`config.mk`:
```
export PLATFORM = sky130hd
export DESIGN_NAME = pump_station_modbus_regs
export DESIGN_NICKNAME = d
export VERILOG_FILES = /design/src/shared/pump_regs_pkg.sv /design/src/core/pump_station_modbus_regs.sv
export SDC_FILE = /design/constraint.sdc
export NUM_CORES = 1
export LEC_CHECK = 0
export BUFFER_PORTS_ARGS = -buffer_cell sky130_fd_sc_hd__buf_4
export CAP_MARGIN = 20
export CORE_MARGIN = 3
export CORE_UTILIZATION = 45
export CTS_CLUSTER_DIAMETER = 150
export CTS_CLUSTER_SIZE = 10
export DETAILED_ROUTE_END_ITERATION = 16
export PLACE_DENSITY = 0.7
export SYNTH_ARGS = -nofsm -noshare
export SYNTH_HDL_FRONTEND = slang
export SYNTH_SLANG_ARGS = --single-unit
```
`constraint.sdc`:
```
create_clock -name sys_clk -period 1.8 [get_ports sys_clk]
set_clock_uncertainty 0.2 [all_clocks]
set_input_delay 0.18 -clock sys_clk [delete_from_list [all_inputs] [get_ports sys_clk]]
set_output_delay 0.18 -clock sys_clk [all_outputs]
set_load 0.1 [all_outputs]
```
`src/shared/pump_regs_pkg.sv`:
```
/*
 Package for the pump-station holding-register bank: register offsets,
 value codes, exception codes and the request/answer carriers.
 Assumes one 16-bit holding register per protocol address.
*/
package pump_regs_pkg;

   // ==========================================================
   // Register offsets (protocol addresses)
   // ==========================================================
   localparam logic [15:0] OFS_VERSION = 16'h0000;
   localparam logic [15:0] OFS_BLINK   = 16'h0001;
   localparam logic [15:0] OFS_VARIANT = 16'h0002;
   localparam logic [15:0] OFS_TIMER   = 16'h000D;
   localparam logic [15:0] OFS_DRIVES  = 16'h000E;
   localparam logic [15:0] OFS_REGMODE = 16'h0018;
   localparam logic [15:0] OFS_MEAS    = 16'h0019;
   localparam logic [15:0] OFS_PUMP1   = 16'h0028;
   localparam logic [15:0] OFS_PUMP2   = 16'h0029;
   localparam logic [15:0] OFS_PUMP3   = 16'h002A;
   localparam logic [15:0] OFS_BOX     = 16'h003D;

   // ==========================================================
   // Field positions, code limits and reset values
   // ==========================================================
   localparam int          BOX_RUN_BIT   = 0;
   localparam int          BOX_FAULT_BIT = 1;
   localparam logic [15:0] TIMER_LAST    = 16'h0005;
   localparam logic [15:0] PUMP_LAST     = 16'h0002;
   localparam logic [3:0]  MODE_LAST     = 4'hE;
   localparam logic [3:0]  MODE_FILL     = 4'hA;
   localparam logic [3:0]  MODE_EMPTY    = 4'hB;
   localparam logic [15:0] VERSION_DEF   = 16'h0001;
   localparam logic [15:0] VARIANT_DEF   = 16'h0000;

   // ==========================================================
   // Exception codes of the answer
   // ==========================================================
   localparam logic [7:0] EXC_FUNC  = 8'h01;
   localparam logic [7:0] EXC_ADDR  = 8'h02;
   localparam logic [7:0] EXC_VALUE = 8'h03;

   typedef enum logic [2:0] {
      TMR_NONE = 3'h0, TMR_OFF = 3'h1, TMR_SET = 3'h2,
      TMR_ACTIVE = 3'h3, TMR_RESET = 3'h4, TMR_MANUAL = 3'h5
   } timer_cmd_t;

   typedef enum logic [1:0] {
      PUMP_OFF = 2'h0, PUMP_HAND = 2'h1, PUMP_AUTO = 2'h2
   } pump_mode_t;

   // A 32-bit bitmap uses the same power-of-two weight per index.
   typedef logic [31:0] wide_flag_word_t;

   typedef struct packed {
      logic        valid;
      logic        write;
      logic [15:0] addr;
      logic [15:0] data;
   } reg_req_t;

   typedef struct packed {
      logic        valid;
      logic        exception;
      logic [7:0]  code;
      logic [15:0] data;
   } reg_rsp_t;

endpackage : pump_regs_pkg

```
`src/core/pump_station_modbus_regs.sv`:
```
/*
 Holding-register bank of the pump-station controller as seen by the
 remote bus master. Assumes a protocol front end that hands over one
 decoded register request per cycle and takes the answer one cycle later.
*/
// How it works
// - Signed registers carry two's-complement values from -32768 to 32767.
// - Unsigned registers carry 0 to 65535, a parameter may use less.
// - Enumerated registers only ever hold a code from their list.
// - Boolean registers read 0 or 1, and any nonzero write means true.
// - A 16-bit bitmap weights flag i by two to the power i.
// - A 32-bit bitmap uses the same weighting over thirty-two flags.
// - The command timer uses codes 0 none to 5 manual and is read-write.
// - Each pump mode is read-write with 0 off, 1 hand, 2 auto.
// - Control mode is read-only, codes 0 to 14, 10 fill, 11 drain.
// - The current value is a read-only signed measurement.
// - Read-only registers are only read, read-write ones read and written.
module pump_station_modbus_regs
   import pump_regs_pkg::*;
#(
   parameter logic [15:0] PROFILE_VERSION = pump_regs_pkg::VERSION_DEF,
   parameter logic [15:0] ENCLOSURE_VAR   = pump_regs_pkg::VARIANT_DEF
) (
   input  wire logic                    sys_clk,
   input  wire logic                    rst,
   input  wire pump_regs_pkg::reg_req_t req,
   output pump_regs_pkg::reg_rsp_t      rsp,
   input  wire logic                    collective_run_flag,
   input  wire logic                    collective_fault_flag,
   input  wire logic [3:0]              regulation_mode_in,
   input  wire logic [15:0]             measured_value_in,
   output logic                         identify_blink,
   output logic                         drives_on,
   output pump_regs_pkg::timer_cmd_t    timer_cmd,
   output pump_regs_pkg::pump_mode_t    pump_mode [3]
);
   import pump_regs_pkg::*;

   // ==========================================================
   // State
   // ==========================================================
   typedef struct packed {
      reg_rsp_t               rsp;
      logic                   blink;
      logic                   drives;
      timer_cmd_t             timer;
      pump_mode_t [2:0]       pump;
      logic [3:0]             regmode;
      logic signed [15:0]     meas;
      logic [1:0]             box;
   } state_t;

   state_t st_reg;
   state_t st_next;

   // Exception answer helper, used by every rejected access.
   function automatic reg_rsp_t reject(input logic [7:0] code);
      reg_rsp_t r;
      r = '0;
      r.valid = 1'b1;
      r.exception = 1'b1;
      r.code = code;
      return r;
   endfunction : reject

   // Index of the pump register at an address, 3 when none.
   function automatic logic [1:0] pump_idx(input logic [15:0] addr);
      logic [1:0] i;
      i = 2'h3;
      if (addr == OFS_PUMP1) i = 2'h0;
      if (addr == OFS_PUMP2) i = 2'h1;
      if (addr == OFS_PUMP3) i = 2'h2;
      return i;
   endfunction : pump_idx

   // Weight each flag by two to the power of its index. The same weighting
   // serves both bitmap widths, so a 16-bit map is just the low half.
   function automatic wide_flag_word_t pack_flags(input logic [31:0] flags);
      wide_flag_word_t w;
      w = '0;
      for (int k = 0; k < 32; k++) begin
         if (flags[k]) begin
            w = w + (32'h00000001 << k);
         end
      end
      return w;
   endfunction : pack_flags

   // ==========================================================
   // Next state
   // ==========================================================
   // Status registers are sampled every cycle so a read shows the value
   // one cycle old; the answer never mixes a live input into the bus.
   always_comb begin
      logic [1:0]      pi;
      wide_flag_word_t bw;
      pi = pump_idx(req.addr);
      bw = pack_flags({30'h00000000, st_reg.box});
      st_next = st_reg;
      st_next.rsp = '0;
      st_next.meas = measured_value_in;
      st_next.box[BOX_RUN_BIT] = collective_run_flag;
      st_next.box[BOX_FAULT_BIT] = collective_fault_flag;
      // An out-of-list mode code is ignored and the last valid one held.
      if (regulation_mode_in <= MODE_LAST) begin
         st_next.regmode = regulation_mode_in;
      end
      if (req.valid && !req.write) begin
         st_next.rsp.valid = 1'b1;
         case (req.addr)
            OFS_VERSION: st_next.rsp.data = PROFILE_VERSION;
            OFS_BLINK:   st_next.rsp.data = {15'h0000, st_reg.blink};
            OFS_VARIANT: st_next.rsp.data = ENCLOSURE_VAR;
            OFS_TIMER:   st_next.rsp.data = {13'h0000, st_reg.timer};
            OFS_DRIVES:  st_next.rsp.data = {15'h0000, st_reg.drives};
            OFS_REGMODE: st_next.rsp.data = {12'h000, st_reg.regmode};
            OFS_MEAS:    st_next.rsp.data = st_reg.meas;
            OFS_BOX:     st_next.rsp.data = bw[15:0];
            OFS_PUMP1, OFS_PUMP2, OFS_PUMP3: begin
               st_next.rsp.data = {14'h0000, st_reg.pump[pi]};
            end
            default:     st_next.rsp = reject(EXC_ADDR);
         endcase
      end else if (req.valid) begin
         st_next.rsp.valid = 1'b1;
         st_next.rsp.data = req.data;
         case (req.addr)
            // Any nonzero value is stored as true.
            OFS_BLINK:  st_next.blink = (req.data != 16'h0000);
            OFS_DRIVES: st_next.drives = (req.data != 16'h0000);
            OFS_TIMER: begin
               if (req.data <= TIMER_LAST) begin
                  st_next.timer = timer_cmd_t'(req.data[2:0]);
               end else begin
                  st_next.rsp = reject(EXC_VALUE);
               end
            end
            OFS_PUMP1, OFS_PUMP2, OFS_PUMP3: begin
               if (req.data <= PUMP_LAST) begin
                  st_next.pump[pi] = pump_mode_t'(req.data[1:0]);
               end else begin
                  st_next.rsp = reject(EXC_VALUE);
               end
            end
            // Read-only registers keep their value; the master learns why.
            OFS_VERSION, OFS_VARIANT, OFS_REGMODE, OFS_MEAS, OFS_BOX: begin
               st_next.rsp = reject(EXC_FUNC);
            end
            default: st_next.rsp = reject(EXC_ADDR);
         endcase
      end
   end

   // ==========================================================
   // Registers
   // ==========================================================
   // Reset puts every code at its first list entry, which is off or none.
   always_ff @(posedge sys_clk or posedge rst) begin
      if (rst) begin
         st_reg <= '0;
      end else begin
         st_reg <= st_next;
      end
   end

   // Outputs straight from the state flip-flops.
   assign rsp = st_reg.rsp;
   assign identify_blink = st_reg.blink;
   assign drives_on = st_reg.drives;
   assign timer_cmd = st_reg.timer;
   assign pump_mode[0] = st_reg.pump[0];
   assign pump_mode[1] = st_reg.pump[1];
   assign pump_mode[2] = st_reg.pump[2];
endmodule : pump_station_modbus_regs

```
==> flow_metrics.tcl <==
set metrics [dict create \
    multiInputGateArea_sq_um 1026 \
    min_path_type "primary input to flip-flop" \
    critPathRequiredTime_ns 1.80 \
    crit_arrival_ns 1.75 \
    cap_violations 0 \
    ys_types 42 \
    first_pass_iters 4 \
    wl_um 6661 \
    die_x_um 82.05 \
    syn-instance-count 235 \
    synth_ff_type "dfrtp_1" \
    ys_warn_count 0 \
    vias 2214 \
    vias_per_cell 5.125 \
    h-tree-depth 2 \
    cp_slowest_cell "dlygate4sd3_1" \
    antenna_found_initial 0 \
    cellPowerDensity_nw_per_um2 598.2 \
    first_iter_violations 143 \
    fin_nets 417 \
    outcome "completed" \
    cpPeakStageDelay_ns 0.54 \
    synth.top_cells.by_count "53 x dfrtp_1, 36 x buf_4, 18 x nand2_1, 15 x a22o_1, 13 x mux2_2" \
    synth-edff-count 0 \
    dp_hpwl_um 4837 \
    overflow 0 \
    async_reset_ff_share_pct 100.0 \
    start_kind "primary input" \
    gp_congestion 0.8353 \
    path_buf_inv 2 \
    hold_ws_ns 0.03709 \
    wl_per_cell_um 15.42 \
    cts_root_buf "clkbuf_8" \
    core_sq_um 5540 \
    synth.avg_cell_area_sq_um 11.07 \
    fin_util_pct 69.44 \
    numCtsBuffers 5 \
    clock_path_buffers 2 \
    drive_gt1_share_pct 43.61 \
    row_count 27 \
    synthTopCellsByArea "dfrtp_1 51%, buf_4 10%, mux2_2 5.6%, a22o_1 5.0%, nand2_1 2.6%" \
    final.fill_count 412 \
    drc 0 \
    slew_viol_final 0 \
    synth_area_leader_cell "dfrtp_1" \
    portBuffers 88 \
    synth_top_area_share_pct 50.96 \
    p_leak_nw 1.860 \
    fmax_mhz 570.5 \
    ys_seq_area_share_pct 50.96 \
    hold_viol_final 0 \
    antenna_cells 0 \
    worst-path-max-fanout 7 \
    area_growth_pct 47.84 \
    clkTransAtPathRegs_ns 0.09 \
    grt_pass1_wl_um 10440 \
    critPathKind "primary input to flip-flop" \
    crit_path_end_kind "flip-flop" \
    cts_sinks 53 \
    critical-path-top-delay-family "buffers and inverters" \
    ir_drop_v 0.0006300 \
    fin_crit_ns 1.753 \
    io_pins 95 \
    postPlaceCellArea_sq_um 3362 \
    grt_pass1_vias 2242 \
    grt_usage_pct 20.54 \
    setup_tns_ns 0 \
    grt_max_degree 22 \
    start_util_pct 46.97 \
    rsz0062_at_grt "false" \
    die_area_sq_um 6732 \
    power.total_mw 2.302 \
    path_common_cell "nand2_1" \
    final-setup-viol-count 0 \
    die_y_um 82.05 \
    synth_seq_cells 53 \
    final-seq-area_sq_um 1328 \
    synth_most_common_cell "dfrtp_1" \
    crit_path_cell_trace "dlygate4sd3_1, buf_4, nand2_1, nor2_2, and3_4, nand2_1, mux2_2" \
    timing.final.crit_share_pct 97.38 \
    ant_nets 0 \
    insertion_delay_ns 0.30 \
    fin_area_sq_um 3847 \
    netlist_area_sq_um 2602 \
    cts_tree "done" \
]
## through the flow
step | cells | worst slack [ns]
6_report | 432 | 0.04707
5_1_grt | 432 | 0.008491
4_1_cts | 432 | 0.01103
3_5_place_dp | 388 | -0.3230
3_3_place_gp | 388 | -0.3162
2_1_floorplan | 240 | 0.001415
## cells by family (layout without fill, tap and decap cells)
family | after synthesis | in the layout | share of synthesized area, %
XOR/XNOR | 1 | 1 | 0.3366
AO/OA/AOI/OAI | 41 | 41 | 13.32
multiplexers | 18 | 18 | 7.548
AND/OR/NAND/NOR | 73 | 73 | 15.19
flip-flops | 53 | 53 | 50.96
other | 1 | 6 | 0.1441
buffers and inverters | 48 | 168 | 12.50
## placed cells by master (no fill, tap or decap), drive strengths merged, types with 2 or more instances in the layout
cell type and instances:
o21a 2, a21o 3, clkbuf 6, nor4 6
nand2 18, nor3 4, o31a 2, a211oi 2
nand3 10, and3 5, o21ai 3, dlygate4sd3 36
dfrtp 53, conb 6, a22o 15, mux2 13
a21oi 6, or2 2, nor3b 3, nor2 10
nor2b 3, inv 4, nand2b 2, mux2i 5
buf 121, nand4 5
## worst reg2reg max path, cell delays in order, from the launching register on
cell and delay [ns]:
dfrtp_1 0.38, mux2_2 0.28, a32oi_1 0.16, a21oi_1 0.10
a211o_1 0.24, a22o_1 0.19
## worst paths after layout
| check | start | to | slack, ns | depth (start not counted) |
|---|---|---|---|---|
| max in group asynchronous | rst | identify_blink | 0.63 | 4 |
| hold reg to reg | st_reg[13] | rsp[11] | 0.28 | 1 |
| min in group asynchronous | rst | st_reg[12] | 0.22 | 3 |
| setup / recovery | req[33] | flip-flop | 0.05 | 7 |
| hold / removal | req[4] | rsp[4] | 0.04 | 3 |
| setup reg to reg | st_reg[19] | rsp[1] | 0.15 | 5 |
## per-layer routing
| layer | global-route usage (%) | share of wire, % | up-vias |
|---|---|---|---|
| met5 | 0 | 0 | - |
| met4 | 6.146 | 2.2 | 0 |
| met3 | 2.741 | 5.2 | 14 |
| met2 | 37.16 | 53 | 81 |
| met1 | 25.30 | 39 | 1070 |
| li1 | - | - | 1049 |
## cell type report
class	instances	area share (%)
multi-input combinational	139	26.67
tap	72	2.341
clock buffer	6	1.886
timing repair buffer	157	33.95
sequential	53	34.50
inverter	3	0.2927
clock inverter	2	0.3577
## repair_timing
action	in CTS	in global routing
setup buffers	0	0
hold buffers	36	0
resized for setup	1	6
hold endpoints to repair	78	0
endpoints found under the setup margin	2	21
pin swaps	1	0
## report_power, final
group / total (mW) / switching [mW] / leakage (nW) / internal, mW
Clock: 0.650 / 0.373 / 0.0456 / 0.278
Combinational: 0.423 / 0.221 / 1.13 / 0.202
Sequential: 1.23 / 0.00965 / 0.682 / 1.22
Total: 2.30 / 0.603 / 1.86 / 1.70
No activity file was read; power rests on OpenSTA's default activity.
